[config.mk]
export PLATFORM = sky130hd
export DESIGN_NAME = msaf_top
export DESIGN_NICKNAME = d
export VERILOG_FILES = /design/src/core/msaf_pkg.sv /design/src/core/msaf_top.sv /design/src/core/msaf_cmp.sv
export VERILOG_INCLUDE_DIRS = /design/src /design/src/core
export SDC_FILE = /design/constraint.sdc
export NUM_CORES = 1
export LEC_CHECK = 0
export BUFFER_PORTS_ARGS = -buffer_cell sky130_fd_sc_hd__buf_4
export CAP_MARGIN = 5
export CORE_MARGIN = 3
export CORE_UTILIZATION = 57
export CTS_CLUSTER_SIZE = 30
export DETAILED_ROUTE_END_ITERATION = 10
export HOLD_SLACK_MARGIN = 0.02
export PLACE_DENSITY = 0.9
export SLEW_MARGIN = 25
export SYNTH_ARGS = -nofsm -noshare
export SYNTH_HDL_FRONTEND = slang
export SYNTH_SLANG_ARGS = --single-unit
[constraint.sdc]
create_clock -name CLK -period 2.4 [get_ports CLK]
set_input_delay 0.36 -clock CLK [delete_from_list [all_inputs] [get_ports CLK]]
set_output_delay 0.36 -clock CLK [all_outputs]
set_load 0.02 [all_outputs]
[src/core/msaf_consts.svh]
// Register offsets, field positions, reset values and masks of the mission status block.
// Assumes byte-wide register access at the offsets below, and a host that drives the commands.
`ifndef MSAF_CONSTS_SVH
`define MSAF_CONSTS_SVH

`define MSAF_ADDR_W 10
`define MSAF_OFS_ALARM 10'h214
`define MSAF_OFS_GENERAL 10'h215
`define MSAF_OFS_DELAY0 10'h216
`define MSAF_OFS_DELAY1 10'h217
`define MSAF_OFS_DELAY2 10'h218
`define MSAF_OFS_STAMP0 10'h219
`define MSAF_OFS_STAMP1 10'h21A
`define MSAF_OFS_STAMP2 10'h21B
`define MSAF_OFS_STAMP3 10'h21C
`define MSAF_OFS_STAMP4 10'h21D
`define MSAF_OFS_STAMP5 10'h21E
`define MSAF_OFS_COUNT0 10'h220
`define MSAF_OFS_COUNT1 10'h221
`define MSAF_OFS_COUNT2 10'h222

`define MSAF_ALARM_FIXED 8'h70
`define MSAF_GENERAL_FIXED 8'hC0
`define MSAF_BIT_RESTART 7
`define MSAF_BIT_HUM_OVER 3
`define MSAF_BIT_HUM_UNDER 2
`define MSAF_BIT_TEMP_OVER 1
`define MSAF_BIT_TEMP_UNDER 0
`define MSAF_BIT_AWAITING 4
`define MSAF_BIT_WIPED 3
`define MSAF_BIT_ACTIVE 1

`define MSAF_RST_RESTART 1'h1
`define MSAF_RST_DELAY 24'h000000
`define MSAF_RST_COUNT 24'h000000
`define MSAF_RST_STAMP 48'h000000000000
// Bytes low to high: seconds, minutes, hours, date, month with century, year.
`define MSAF_STAMP_MASK 48'hFF_BF_3F_7F_7F_7F

`endif

[src/core/msaf_pkg.sv]
// Types shared by the mission status block.
// Assumes the constants header is included by each module that needs offsets.
package msaf_pkg;

   typedef enum logic [3:0] {
      MSAF_IDLE = 4'h1,
      MSAF_DELAY = 4'h2,
      MSAF_WAIT_ALARM = 4'h4,
      MSAF_LOGGING = 4'h8
   } msaf_state_t;

   typedef struct packed {
      msaf_state_t state;
      logic restart_flag;
      logic hum_over;
      logic hum_under;
      logic temp_over;
      logic temp_under;
      logic awaiting;
      logic wiped;
      logic active;
      logic first_done;
      logic [23:0] delay;
      logic [47:0] stamp;
      logic [23:0] count;
      logic [7:0] rdata;
      logic rvalid;
      logic log_strobe;
      logic start_ok;
   } msaf_regs_t;

endpackage

[src/core/msaf_top.sv]
// Mission status, alarm flags, start delay, first-sample stamp and sample count of the logger.
// Assumes commands, measurements and minute ticks arrive as one-cycle pulses on CLK.
`timescale 1ns/100ps
`include "msaf_consts.svh"
module msaf_top
   import msaf_pkg::*;
#(
   parameter int SENSOR_W = 8
) (
   input wire logic CLK, // Core clock, 250 MHz
   input wire logic ARST_N, // Asynchronous reset, battery power-on
   input wire logic [`MSAF_ADDR_W-1:0] REG_ADDR, // Register byte address
   input wire logic REG_RD, // Read strobe
   input wire logic REG_WR, // Write strobe
   input wire logic [7:0] REG_WDATA, // Write data
   output logic [7:0] REG_RDATA, // Read data, one cycle after strobe
   output logic REG_RVALID, // Read data valid pulse
   input wire logic CLEAR_MEM, // Clear-memory command pulse
   input wire logic START_MISSION, // Start-mission command pulse
   input wire logic STOP_MISSION, // Stop-mission command pulse
   input wire logic ALARM_TRIGGERED_START, // Start logging on temperature alarm
   input wire logic MINUTE_TICK, // One pulse per real-time-clock minute
   input wire logic [47:0] RTC_TIME, // Current BCD date and time
   input wire logic MEAS_VALID, // Wake-up measurement done pulse
   input wire logic MEAS_FORCED, // Measurement was a forced conversion
   input wire logic TEMP_PRESENT, // Temperature taken this wake-up
   input wire logic [SENSOR_W-1:0] TEMP_VALUE, // Temperature reading
   input wire logic HUM_PRESENT, // Humidity taken this wake-up
   input wire logic [SENSOR_W-1:0] HUM_VALUE, // Humidity reading
   input wire logic [SENSOR_W-1:0] TEMP_HIGH_LIMIT, // Temperature over threshold
   input wire logic [SENSOR_W-1:0] TEMP_LOW_LIMIT, // Temperature under threshold
   input wire logic [SENSOR_W-1:0] HUM_HIGH_LIMIT, // Humidity over threshold
   input wire logic [SENSOR_W-1:0] HUM_LOW_LIMIT, // Humidity under threshold
   input wire logic TEMPERATURE_OVER_ENABLE, // Temperature over alarm enable
   input wire logic TEMPERATURE_UNDER_ENABLE, // Temperature under alarm enable
   input wire logic HUMIDITY_OVER_ENABLE, // Humidity over alarm enable
   input wire logic HUMIDITY_UNDER_ENABLE, // Humidity under alarm enable
   output logic LOGGING_ACTIVE, // Mission in progress
   output logic AWAITING_TRIGGER_ALARM, // Waiting for start alarm
   output logic LOG_WIPED, // Memory cleared, ready to start
   output logic START_ACCEPTED, // Start command succeeded pulse
   output logic LOG_SAMPLE, // Store this wake-up to the log pulse
   output logic SAMPLING_ARMED // Wake-ups are checked or logged
);
   msaf_regs_t r;
   msaf_regs_t next_r;
   logic t_over;
   logic t_under;
   logic h_over;
   logic h_under;
   logic temp_alarm;
   logic mission_meas;
   logic forced_meas;
   logic flag_meas;
   logic [7:0] alarm_byte;
   logic [7:0] general_byte;
   logic [47:0] captured_time;
   logic [7:0] read_byte;
   logic clear_ok;
   logic start_accept;
   logic stop_ok;
   logic write_ok;

   msaf_cmp #(.W(SENSOR_W)) u_temp_cmp (
      .present(TEMP_PRESENT),
      .value(TEMP_VALUE),
      .high_limit(TEMP_HIGH_LIMIT),
      .low_limit(TEMP_LOW_LIMIT),
      .over_enable(TEMPERATURE_OVER_ENABLE),
      .under_enable(TEMPERATURE_UNDER_ENABLE),
      .over_hit(t_over),
      .under_hit(t_under)
   );

   msaf_cmp #(.W(SENSOR_W)) u_hum_cmp (
      .present(HUM_PRESENT),
      .value(HUM_VALUE),
      .high_limit(HUM_HIGH_LIMIT),
      .low_limit(HUM_LOW_LIMIT),
      .over_enable(HUMIDITY_OVER_ENABLE),
      .under_enable(HUMIDITY_UNDER_ENABLE),
      .over_hit(h_over),
      .under_hit(h_under)
   );

   // Zero positions of the stamp are forced so the stored bytes stay valid BCD fields.
   assign captured_time = RTC_TIME & `MSAF_STAMP_MASK;

   always_comb begin
      alarm_byte = `MSAF_ALARM_FIXED;
      alarm_byte[`MSAF_BIT_RESTART] = r.restart_flag;
      alarm_byte[`MSAF_BIT_HUM_OVER] = r.hum_over;
      alarm_byte[`MSAF_BIT_HUM_UNDER] = r.hum_under;
      alarm_byte[`MSAF_BIT_TEMP_OVER] = r.temp_over;
      alarm_byte[`MSAF_BIT_TEMP_UNDER] = r.temp_under;
      general_byte = `MSAF_GENERAL_FIXED;
      general_byte[`MSAF_BIT_AWAITING] = r.awaiting;
      general_byte[`MSAF_BIT_WIPED] = r.wiped;
      general_byte[`MSAF_BIT_ACTIVE] = r.active;
   end

   always_comb begin
      // Wake-ups during the delay are not measurements of the mission and are ignored.
      mission_meas = MEAS_VALID && !MEAS_FORCED && (r.state == MSAF_LOGGING);
      forced_meas = MEAS_VALID && MEAS_FORCED && !r.active;
      flag_meas = mission_meas || forced_meas;
      temp_alarm = MEAS_VALID && !MEAS_FORCED && (r.state == MSAF_WAIT_ALARM)
                   && (t_over || t_under);
   end

   always_comb begin
      // Clear is refused during a mission so that a running log is never lost.
      clear_ok = CLEAR_MEM && !r.active;
      // A start beside a clear is refused so the two never race over the cleared bit.
      start_accept = START_MISSION && r.wiped && !CLEAR_MEM && (r.state == MSAF_IDLE);
      stop_ok = STOP_MISSION && r.active;
      // Delay writes are locked while a mission runs and in the cycle of a start.
      write_ok = REG_WR && !r.active && !START_MISSION;
   end

   // One explicit item per byte keeps every select at a fixed width.
   always_comb begin
      read_byte = 8'h00;
      case (REG_ADDR)
         `MSAF_OFS_ALARM: begin
            read_byte = alarm_byte;
         end
         `MSAF_OFS_GENERAL: begin
            read_byte = general_byte;
         end
         `MSAF_OFS_DELAY0: begin
            read_byte = r.delay[7:0];
         end
         `MSAF_OFS_DELAY1: begin
            read_byte = r.delay[15:8];
         end
         `MSAF_OFS_DELAY2: begin
            read_byte = r.delay[23:16];
         end
         `MSAF_OFS_STAMP0: begin
            read_byte = r.stamp[7:0];
         end
         `MSAF_OFS_STAMP1: begin
            read_byte = r.stamp[15:8];
         end
         `MSAF_OFS_STAMP2: begin
            read_byte = r.stamp[23:16];
         end
         `MSAF_OFS_STAMP3: begin
            read_byte = r.stamp[31:24];
         end
         `MSAF_OFS_STAMP4: begin
            read_byte = r.stamp[39:32];
         end
         `MSAF_OFS_STAMP5: begin
            read_byte = r.stamp[47:40];
         end
         `MSAF_OFS_COUNT0: begin
            read_byte = r.count[7:0];
         end
         `MSAF_OFS_COUNT1: begin
            read_byte = r.count[15:8];
         end
         `MSAF_OFS_COUNT2: begin
            read_byte = r.count[23:16];
         end
         default: begin
            read_byte = 8'h00;
         end
      endcase
   end

   always_comb begin
      next_r = r;
      next_r.rvalid = 1'b0;
      next_r.log_strobe = 1'b0;
      next_r.start_ok = 1'b0;

      // Clear is evaluated first so that any flag event in the same cycle wins.
      if (clear_ok) begin
         next_r.restart_flag = 1'b0;
         next_r.hum_over = 1'b0;
         next_r.hum_under = 1'b0;
         next_r.temp_over = 1'b0;
         next_r.temp_under = 1'b0;
         next_r.stamp = `MSAF_RST_STAMP;
         next_r.count = `MSAF_RST_COUNT;
         next_r.wiped = 1'b1;
         // The awaiting bit is deliberately left alone here.
         next_r.awaiting = r.awaiting;
      end

      if (write_ok) begin
         case (REG_ADDR)
            `MSAF_OFS_DELAY0: begin
               next_r.delay[7:0] = REG_WDATA;
            end
            `MSAF_OFS_DELAY1: begin
               next_r.delay[15:8] = REG_WDATA;
            end
            `MSAF_OFS_DELAY2: begin
               next_r.delay[23:16] = REG_WDATA;
            end
            default: begin
               next_r.delay = next_r.delay;
            end
         endcase
      end

      if (flag_meas) begin
         if (h_over) begin
            next_r.hum_over = 1'b1;
         end
         if (h_under) begin
            next_r.hum_under = 1'b1;
         end
         if (t_over) begin
            next_r.temp_over = 1'b1;
         end
         if (t_under) begin
            next_r.temp_under = 1'b1;
         end
         if (t_over || t_under) begin
            next_r.awaiting = 1'b0;
         end
      end

      case (r.state)
         MSAF_IDLE: begin
            if (start_accept) begin
               next_r.wiped = 1'b0;
               next_r.active = 1'b1;
               next_r.start_ok = 1'b1;
               next_r.first_done = 1'b0;
               next_r.awaiting = ALARM_TRIGGERED_START;
               if (r.delay != `MSAF_RST_DELAY) begin
                  next_r.state = MSAF_DELAY;
               end else if (ALARM_TRIGGERED_START) begin
                  next_r.state = MSAF_WAIT_ALARM;
               end else begin
                  next_r.state = MSAF_LOGGING;
               end
            end
         end
         MSAF_DELAY: begin
            if (MINUTE_TICK) begin
               next_r.delay = r.delay - 24'h000001;
               if (r.delay == 24'h000001) begin
                  // The stored mode decides what follows the delay.
                  next_r.state = r.awaiting ? MSAF_WAIT_ALARM : MSAF_LOGGING;
               end
            end
         end
         MSAF_WAIT_ALARM: begin
            if (temp_alarm) begin
               next_r.state = MSAF_LOGGING;
               next_r.awaiting = 1'b0;
               next_r.temp_over = r.temp_over || t_over;
               next_r.temp_under = r.temp_under || t_under;
               next_r.log_strobe = 1'b1;
               next_r.first_done = 1'b1;
               next_r.stamp = captured_time;
               next_r.count = r.count;
            end
         end
         MSAF_LOGGING: begin
            if (mission_meas) begin
               next_r.log_strobe = 1'b1;
               // Both channels of one wake-up count once.
               next_r.count = r.count + 24'h000001;
               if (!r.first_done) begin
                  next_r.first_done = 1'b1;
                  next_r.stamp = captured_time;
               end
            end
         end
         default: begin
            next_r.state = MSAF_IDLE;
         end
      endcase

      // A stop ends the mission from any running state; awaiting stays as it was.
      if (stop_ok) begin
         next_r.state = MSAF_IDLE;
         next_r.active = 1'b0;
         next_r.log_strobe = 1'b0;
      end

      if (REG_RD) begin
         next_r.rvalid = 1'b1;
         next_r.rdata = read_byte;
      end
   end

   always_ff @(posedge CLK or negedge ARST_N) begin
      if (!ARST_N) begin
         r.state <= MSAF_IDLE;
         r.restart_flag <= `MSAF_RST_RESTART;
         r.hum_over <= 1'b0;
         r.hum_under <= 1'b0;
         r.temp_over <= 1'b0;
         r.temp_under <= 1'b0;
         r.awaiting <= 1'b0;
         r.wiped <= 1'b0;
         r.active <= 1'b0;
         r.first_done <= 1'b0;
         r.delay <= `MSAF_RST_DELAY;
         r.stamp <= `MSAF_RST_STAMP;
         r.count <= `MSAF_RST_COUNT;
         r.rdata <= 8'h00;
         r.rvalid <= 1'b0;
         r.log_strobe <= 1'b0;
         r.start_ok <= 1'b0;
      end else begin
         r <= next_r;
      end
   end

   assign REG_RDATA = r.rdata;
   assign REG_RVALID = r.rvalid;
   assign LOGGING_ACTIVE = r.active;
   assign AWAITING_TRIGGER_ALARM = r.awaiting;
   assign LOG_WIPED = r.wiped;
   assign START_ACCEPTED = r.start_ok;
   assign LOG_SAMPLE = r.log_strobe;
   assign SAMPLING_ARMED = (r.state == MSAF_WAIT_ALARM) || (r.state == MSAF_LOGGING);
endmodule

[src/core/msaf_cmp.sv]
// Threshold comparator for one sensor channel with separate over and under enables.
// Assumes readings and thresholds share one unsigned code, larger meaning hotter or wetter.
`timescale 1ns/100ps
module msaf_cmp #(
   parameter int W = 8
) (
   input wire logic present, // Reading of this channel is valid
   input wire logic [W-1:0] value, // Converted reading
   input wire logic [W-1:0] high_limit, // Over threshold
   input wire logic [W-1:0] low_limit, // Under threshold
   input wire logic over_enable, // Over alarm allowed
   input wire logic under_enable, // Under alarm allowed
   output logic over_hit, // Enabled reading at or above high
   output logic under_hit // Enabled reading at or below low
);
   always_comb begin
      over_hit = present && over_enable && (value >= high_limit);
      under_hit = present && under_enable && (value <= low_limit);
   end
endmodule

Yosys cells after proc, flatten, opt, wreduce, memory -nomap -nowiden

Index checks and enable logic that the tools add are counted.

Bits in registers: 120
Output and inout port bits: 15

$add $sub $neg: 2
$lt $le $gt $ge: 4
Reduce and logical (&&, ||, !) cells: 37
Eq/ne operators: 28
Muxes and demuxes: 44

Operators by type and width:

| operator                | number |
|---|---|
| $mux W72                | 3 |
| $pmux W72 S2            | 1 |
| $eq A10 B10 Y1 const B  | 14 |
| $pmux W8 S14            | 1 |
| $mux W24                | 3 |
| $mux W48                | 1 |
| $mux W4                 | 9 |
| $add A24 B1 Y24 const B | 1 |
| $eq A24 B1 Y1 const B   | 1 |
| $mux W8                 | 3 |
| $reduce_bool A24 Y1     | 1 |
| $sub A24 B1 Y24 const B | 1 |
| $logic_and A1 B1 Y1     | 21 |
| $ge A8 B8 Y1            | 2 |
| $le A8 B8 Y1            | 2 |
| $pmux W4 S4             | 1 |
| $mux W1                 | 14 |
| $ne A3 B3 Y1 const B    | 4 |
| $ne A2 B2 Y1 const B    | 5 |
| $mux W6                 | 1 |
| $logic_or A1 B1 Y1      | 5 |
| $mux W5                 | 1 |
| $reduce_and A5 Y1       | 1 |
| $eq A4 B1 Y1 const B    | 1 |
| other kinds (12)        | 18 |

Longest topological paths before layout

Gate-level depths: netlist of run 1.

Depth after elaboration: 8
Gate-level depth with buffers: 10
Mapped depth without buffers: 8

Hierarchy

From an unflattened synthesis of run 1, not the netlist that was laid out.

Cell total of the unflattened synthesis: 930
Area total of the unflattened synthesis: 7,816.2 µm²

By module, submodules not included:

| module   | area an instance (µm²) | cells an instance | instances |
|---|---|---|---|
| msaf_top | 7,015.5                | 820               | 1 |
| msaf_cmp | 400.4                  | 55                | 2 |

Worst setup path after synthesis of run 1

OpenSTA, ideal clock, no wires.

Kind: input to register
From: input port TEMP_HIGH_LIMIT[2]
To: register r[36] (netlist bit)
Path buffers: 1
Data required time: 2,321 ps
Path slack: 192 ps
Arrival time: 2,128 ps
Setup time: 79 ps
Stages on the path: 9
Cell sequence: inv_1 -> ha_1 -> a211oi_1 -> o21ai_0 -> a21oi_1 -> o32ai_2 -> a21oi_1 -> buf_2 -> mux2i_1

RTL lines:

| item                   | line            | source |
|---|---|---|
| start: declaration     | msaf_top.sv:30  | `input wire logic [SENSOR_W-1:0] TEMP_HIGH_LIMIT,` |
| end signal: assignment | msaf_top.sv:315 | `r <= next_r;` |
| end: declaration       | msaf_top.sv:45  | `msaf_regs_t r;` |

Final worst setup path of run 1

From: register r[117] (netlist bit)
To: output port SAMPLING_ARMED

Cells in the longest elaborated chain, start to end: 2

Ends and longest elaborated chain:

| item                                         | line            | source |
|---|---|---|
| $eq A4 B3 Y1 or $eq A4 B4 Y1 (tied branches) | msaf_top.sv:326 | `assign SAMPLING_ARMED = (r.state == MSAF_WAIT_ALARM) \|\| (r.state == MSAF_LOGGING);` |
| $logic_or A1 B1 Y1 *                         | msaf_top.sv:326 |  |
| end: declaration                             | msaf_top.sv:43  | `output logic SAMPLING_ARMED` |

Mark *: on every way between the ends. The rest lies on a longest branch, timed or not.

==> results.toml, run 1 <==
[setup_path]
required_ns = 2.04
cp_num_buf_inv = 2
critPathTopFamily = "simple AND/OR/NAND/NOR gates"
slowest_stage = "or4b_4"
criticalPathCategory = "flop to output port"
start_kind = "flop"
endpoint_kind = "output port"
r2r_cells = 8
path_cells = "buf_4, or4b_4, nand2_4, buf_4"
slowest_delay_ns = 0.57
path_max_fanout = 8
path_depth = 4
worstPathArrival_ns = 1.90
cp_common_cell = "buf_4"

[timing]
slew_viol_final = 0
whs_ns = 0.00366
timing.fmax_mhz = 442
setup_viol = 0
min_period_ns = 2.26
layout_worst_path_cycle_share_pct = 94.2
relSlewSlack_pct = 54.6
clock_skew_ns = 0.00800
hold_viol = 0
setup-tns-final_ns = 0
tightest_slew_ns = 0.680
rsz0062_at_grt = "no"

[clocking]
numCtsBuffers = 17
cts_tree = "yes"
cts_root_buf = "clkbuf_16"
cts.sinks = 120
htreeDepth = 4
cts_hold_buf = 0
cts_buffer_depth = 2
clkLatencyLatePin_ns = 0.43
clk_pin_slew_ns = 0.05

[floorplanning]
fp.dieH_um = 124
die_area_um2 = 15300
initial_core_util_pct = 59.0
die_w_um = 124
rows = 42
coreArea_um2 = 13400
num_io_pins = 146

[power_and_ir_drop]
peakVddDrop_v = 0.000551
leakage_nw = 4.81
power_mw = 6.79
powerDensity_nw_per_um2 = 682

[synthesis]
synthArstFlopShare_pct = 100
yosysSeqAreaShare_pct = 38.0
ys_ff_latch = 120
syn_area_per_cell_um2 = 8.72
netlist_instances = 907
synth-edff-count = 0
yosysWarnings = 0
synth_cell_types = 77
synth_area_um2 = 7910
synth_fp_nets = 1073
synth_ff_type = "dfrtp_1"

[global_routing]
grt.total_usage_pct = 30.6
antenna_found_initial = 0
grt_max_degree = 121
first_global_vias = 7578
grt_overflow = 0
grt_pass1_wl_um = 36400

[finish]
area_growth_pct = 25.9
nets = 1227
layout-drive-gt1-share_pct = 23.6
n_antenna_cell = 0

[routing]
routed_via_density = 6.27
drc = 0
dr.pass1.iters = 7
drtIter0Drc = 1050
vias = 7841
wl_per_cell_um = 18.8
ant_nets = 0
wl_um = 23500

[flow_run]
maxCapViolCount = 0

[min_path]
hold_class = "input port to async pin"

[run_status]
status = "complete, no violations"

[placed_design]
hpwlAfterDp_um = 16600
numPortBuffers = 139
gp_congestion = 0.949
[registers in the layout, indices dropped and copies added, names as in the netlist]
register and count:
r 101, REG_RDATA 8, alarm_byte 5, AWAITING_TRIGGER_ALARM 1, LOGGING_ACTIVE 1, LOG_SAMPLE 1
LOG_WIPED 1, REG_RVALID 1, START_ACCEPTED 1
[power breakdown]
part	total, mW	internal, mW	switching [mW]	leakage, nW
combinational	1.59	0.695	0.899	2.93
sequential	2.57	2.25	0.329	1.59
clock	2.63	1.69	0.940	0.293
total	6.79	4.63	2.17	4.81
[Yosys cell counts (4+ instances only)]
| cell type | instances | area (µm²) |
|---|---|---|
| o21a_1 | 10 | 75.1 |
| or3_1 | 14 | 87.6 |
| and2_1 | 10 | 62.6 |
| nor2b_1 | 9 | 56.3 |
| a31oi_1 | 9 | 56.3 |
| dfrtp_1 | 118 | 2950 |
| buf_4 | 9 | 67.6 |
| a221o_1 | 5 | 50.1 |
| nor2_1 | 64 | 240 |
| o221a_2 | 4 | 45.0 |
| buf_2 | 10 | 50.1 |
| nand2b_1 | 6 | 37.5 |
| a22o_1 | 5 | 43.8 |
| nand4_1 | 11 | 68.8 |
| a211oi_1 | 7 | 52.6 |
| ha_1 | 35 | 438 |
| nand3_1 | 24 | 120 |
| inv_1 | 60 | 225 |
| mux2_2 | 6 | 67.6 |
| nand2_1 | 128 | 480 |
| nand3b_1 | 5 | 37.5 |
| a21oi_1 | 51 | 255 |
| a22oi_1 | 13 | 97.6 |
| a211o_1 | 7 | 61.3 |
| o21ai_0 | 39 | 195 |
| nor3_1 | 24 | 120 |
| o22ai_1 | 17 | 106 |
| o32ai_1 | 4 | 35.0 |
| clkbuf_1 | 29 | 109 |
| o211ai_1 | 5 | 37.5 |
| mux2i_1 | 62 | 621 |
| a21o_1 | 6 | 45.0 |
| a32oi_1 | 4 | 35.0 |
| and3_1 | 20 | 125 |
[cell type report]
class / instances / area (µm²)
flip-flops and latches: 120 / 3010
inverters: 60 / 225
fillers: 932 / 3440
clock inverters: 11 / 146
clock buffers: 21 / 460
multi-input cells: 673 / 4450
well taps: 176 / 220
repair buffers: 189 / 1460
[stage by stage]
| stage | instance area [µm²] | util, % | cells | setup slack, ns |
|---|---|---|---|---|
| 4_1_cts | 9940 | 74.2 | 1250 | 0.00582 |
| 6_report | 9960 | 74.3 | 1250 | 0.139 |
| 3_5_place_dp | 9330 | 69.6 | 1218 | -0.237 |
| 5_1_grt | 9960 | 74.3 | 1250 | 0.00128 |
| 3_3_place_gp | 9330 | 69.6 | 1218 | -0.142 |
| 2_1_floorplan | 7910 | - | 907 | 0.192 |
[logic make-up after synthesis]
kind of cell    share of synthesized area, %
compound gates                          19.3
flops                                   38.0
simple gates                            21.5
fa+ha+maj                               5.54
buf+inv                                 6.28
mux                                     9.27
xor+xnor                               0.111
[routing by layer]
metal	GRT usage, %	vias up	part of all wire, %
met3	6.77	74	9.4
li1	-	3599	-
met2	50.4	454	48
met1	39.4	3714	40
met4	11.8	0	3.1
met5	0	-	0
[placed cells by master (no fill, tap or decap), types with 6 or more instances in the layout]
| cell | count |
|---|---|
| o21a_1 | 10 |
| dfrtp_1 | 118 |
| a211oi_1 | 7 |
| nand2_1 | 127 |
| inv_1 | 60 |
| a31oi_1 | 9 |
| nand4_1 | 11 |
| mux2_2 | 6 |
| a211o_1 | 7 |
| ha_1 | 35 |
| or3_1 | 14 |
| a21o_1 | 6 |
| a21oi_1 | 50 |
| nor2b_1 | 9 |
| o21ai_0 | 39 |
| o22ai_1 | 17 |
| nand3_1 | 24 |
| and3_1 | 20 |
| mux2i_1 | 62 |
| clkbuf_16 | 17 |
| nor2_1 | 63 |
| nor3_1 | 23 |
| and2_1 | 10 |
| a22oi_1 | 13 |
| buf_4 | 186 |
[final timing paths]
| check | startpoint | slack (ns) | end |
|---|---|---|---|
| max in group asynchronous | ARST_N | 1.87 | r[37] |
| min in group CLK | REG_RD | 0.13 | REG_RVALID |
| max | r[117] | 0.14 | SAMPLING_ARMED |
| min reg2reg | alarm_byte[7] | 0.50 | alarm_byte[7] |
| min | ARST_N | 0.004 | START_ACCEPTED |
| max reg2reg | r[83] | 0.18 | r[101] |
[worst reg2reg max path, delay by kind of cell (launching register included)]
family / cells / cell delay (ns)
AND/OR/NAND/NOR: 4 / 1.05
flip-flops: 1 / 0.42
AO/OA/AOI/OAI: 2 / 0.37
adder cells (fa/ha/maj): 1 / 0.21
buffers and inverters: 1 / 0.11
[timing repair]
action	4_1_cts	5_1_grt
gates cloned	0	0
gates resized for setup	1	5
hold endpoints to repair	0	0
setup buffers	0	0
pin swaps	0	0
endpoints found under the setup margin	1	26
Note: power is estimated with default switching activity, not from simulation.
==> run 2: changes to the inputs <==
--- a/config.mk
+++ b/config.mk
@@ -6,14 +6,15 @@
 export SDC_FILE = /design/constraint.sdc
 export NUM_CORES = 1
 export LEC_CHECK = 0
+export ABC_AREA = 1
 export BUFFER_PORTS_ARGS = -buffer_cell sky130_fd_sc_hd__buf_4
 export CAP_MARGIN = 5
 export CORE_MARGIN = 3
-export CORE_UTILIZATION = 57
+export CORE_UTILIZATION = 58
 export CTS_CLUSTER_SIZE = 30
 export DETAILED_ROUTE_END_ITERATION = 10
 export HOLD_SLACK_MARGIN = 0.02
-export PLACE_DENSITY = 0.9
+export PLACE_DENSITY = 0.91
 export SLEW_MARGIN = 25
 export SYNTH_ARGS = -nofsm -noshare
 export SYNTH_HDL_FRONTEND = slang
==> results.toml, run 2 <==
[setup_path]
r2r_cells = 12
path_cells = "inv_1, nand2_2, nor3_4, nor2_2, inv_4, buf_4"
slowest_delay_ns = 0.54
reg2reg_from = "r[83]"
cp_num_buf_inv = 3
required_ns = 2.04
path_max_fanout = 16
endpoint_kind = "output port"
slowest_stage = "dfstp_2"
criticalPathCategory = "flop to output port"
rrSetupSlack_ns = 0.24
start_kind = "flop"
worstPathArrival_ns = 1.93
rr_endpoint = "r[119]"
critPathTopFamily = "flip-flops"

[floorplanning]
rows = 43
die_w_um = 127
initial_core_util_pct = 60.4
die_area_um2 = 16200
coreArea_um2 = 14100
fp.dieH_um = 127
num_io_pins = 146

[clocking]
clk_pin_slew_ns = 0.06
htreeDepth = 4
cts_root_buf = "clkbuf_16"
numCtsBuffers = 17
cts.sinks = 120
cts_tree = "yes"
clkLatencyLatePin_ns = 0.43
cts_buffer_depth = 2

[timing]
timing.fmax_mhz = 436
rsz0062_at_grt = "no"
setup-tns-final_ns = 0
tightest_slew_ns = 0.802
relSlewSlack_pct = 46.1
min_period_ns = 2.29
hold_viol = 0
clock_skew_ns = 0.00715
setup_ws_ns = 0.108
layout_worst_path_cycle_share_pct = 95.5
slew_viol_final = 0
setup_viol = 0

[min_path]
hold_class = "input port to flop"
hp-start = "REG_RD"
hold_end = "REG_RVALID"
whs_path_depth = 1

[power_and_ir_drop]
powerDensity_nw_per_um2 = 705
leakage_nw = 5.21
peakVddDrop_v = 0.000503
power_mw = 7.37

[synthesis]
synth_common_cells = "285 x nand2_1, 179 x inv_1, 118 x dfrtp_1, 118 x nor2_1, 101 x nand3_1"
yosysWarnings = 0
synth_cell_types = 43
synth-edff-count = 0
yosys-top-cells-area = "dfrtp_1 35%, nand2_1 13%, inv_1 7.9%"
synthArstFlopShare_pct = 100
syn_area_per_cell_um2 = 6.86
synth_fp_nets = 1406
ys_ff_latch = 120
synth_ff_type = "dfrtp_1"
yosysMostFrequentCell = "nand2_1"
yosysSeqAreaShare_pct = 35.3
synth_top_area_share_pct = 34.7
netlist_instances = 1240
synth.largest_area_cell = "dfrtp_1"
synth_area_um2 = 8510

[routing]
wl_um = 25500
drtIter0Drc = 1106
wl_per_cell_um = 16.3
dr.pass1.iters = 8
vias = 9342
routed_via_density = 5.95
drc = 0
ant_nets = 0

[finish]
largest_reg_flops = 101
final_core_util_pct = 74.1
num-fill-cells = 1074
nets = 1543
final_cell_mix = "285 x nand2_1, 179 x inv_1, 165 x buf_4"
n_antenna_cell = 0
area_growth_pct = 22.8
layout-drive-gt1-share_pct = 16.9
regMostFlops = "r"
ff_latch_area_um2 = 3010
multi_input_area_um2 = 4490
mostFrequentLayoutCell = "nand2_1"
finalInstanceArea_um2 = 10500

[placed_design]
hpwlAfterDp_um = 18500
numPortBuffers = 139
gp_congestion = 0.991
pre_cts_ws_ns = 0.127
place_area_um2 = 9720

[global_routing]
busiest_layer = "met2"
antenna_found_initial = 0
grt_use_met3_pct = 7.57
grtUsageMet2_pct = 51.7
grt_overflow = 0
grt_max_degree = 53
grt.total_usage_pct = 31.9
use_met1_pct = 41.6
first_global_vias = 8734
grt_pass1_wl_um = 41900

[run_status]
status = "complete, no violations"

[flow_run]
maxCapViolCount = 0
[run 2: per-stage QoR]
stage | hold slack, ns | std cells
after detailed placement | 0.409 | 1533
final | 0.131 | 1570
after CTS | 0.120 | 1566
after floorplan | 0.0644 | 1240
after global routing | 0.139 | 1570
after global placement | 0.415 | 1533
[run 2: how the worst max path moves through the flow]
stage	start	end	slack (ns)	cells past startpoint
global route	r[116]	SAMPLING_ARMED	0.03	6
finish	r[116]	SAMPLING_ARMED	0.11	6
detailed placement	TEMP_VALUE[7]	r[53]	0.13	13
floorplan	r[83]	r[101]	0.50	13
CTS	r[117]	SAMPLING_ARMED	0.05	6
global placement	TEMP_VALUE[7]	r[51]	0.18	13
[run 2: report_power, final]
part / internal (mW) / leakage (nW) / total [mW] / switching [mW]
combinational: 0.677 / 3.30 / 1.92 / 1.25
clock: 1.98 / 0.319 / 2.97 / 0.987
sequential: 2.26 / 1.59 / 2.48 / 0.222
total: 4.91 / 5.21 / 7.37 / 2.45
[run 2: layout make-up]
| type | instances | area share, % |
|---|---|---|
| Inverter | 186 | 6.70 |
| Tap cell | 180 | 2.16 |
| Multi-Input combinational cell | 881 | 42.9 |
| Clock inverter | 14 | 2.35 |
| Clock buffer | 18 | 4.20 |
| Timing Repair Buffer | 171 | 12.9 |
| Sequential cell | 120 | 28.8 |
[run 2: layer usage]
layer,up-vias,wire length [µm]
met1,4257,9990
met4,0,874
met3,90,2870
met2,591,11800
li1,4404,-
met5,-,0
[run 2: what timing repair did]
item,CTS,global route
resized for setup,2,0
setup buffers,0,4
hold buffers,1,0
hold endpoints to repair,40,0
pin swaps,0,1
setup endpoints to repair,1,1
[run 2: cell families (layout without fill, tap and decap cells)]
group	after synthesis	after routing	share of synthesized area, %
xor+xnor	5	5	0.515
simple gates	602	602	31.2
fa+ha+maj	35	35	5.15
flops	120	120	35.3
compound gates	239	239	15.9
buf+inv	239	389	12.0
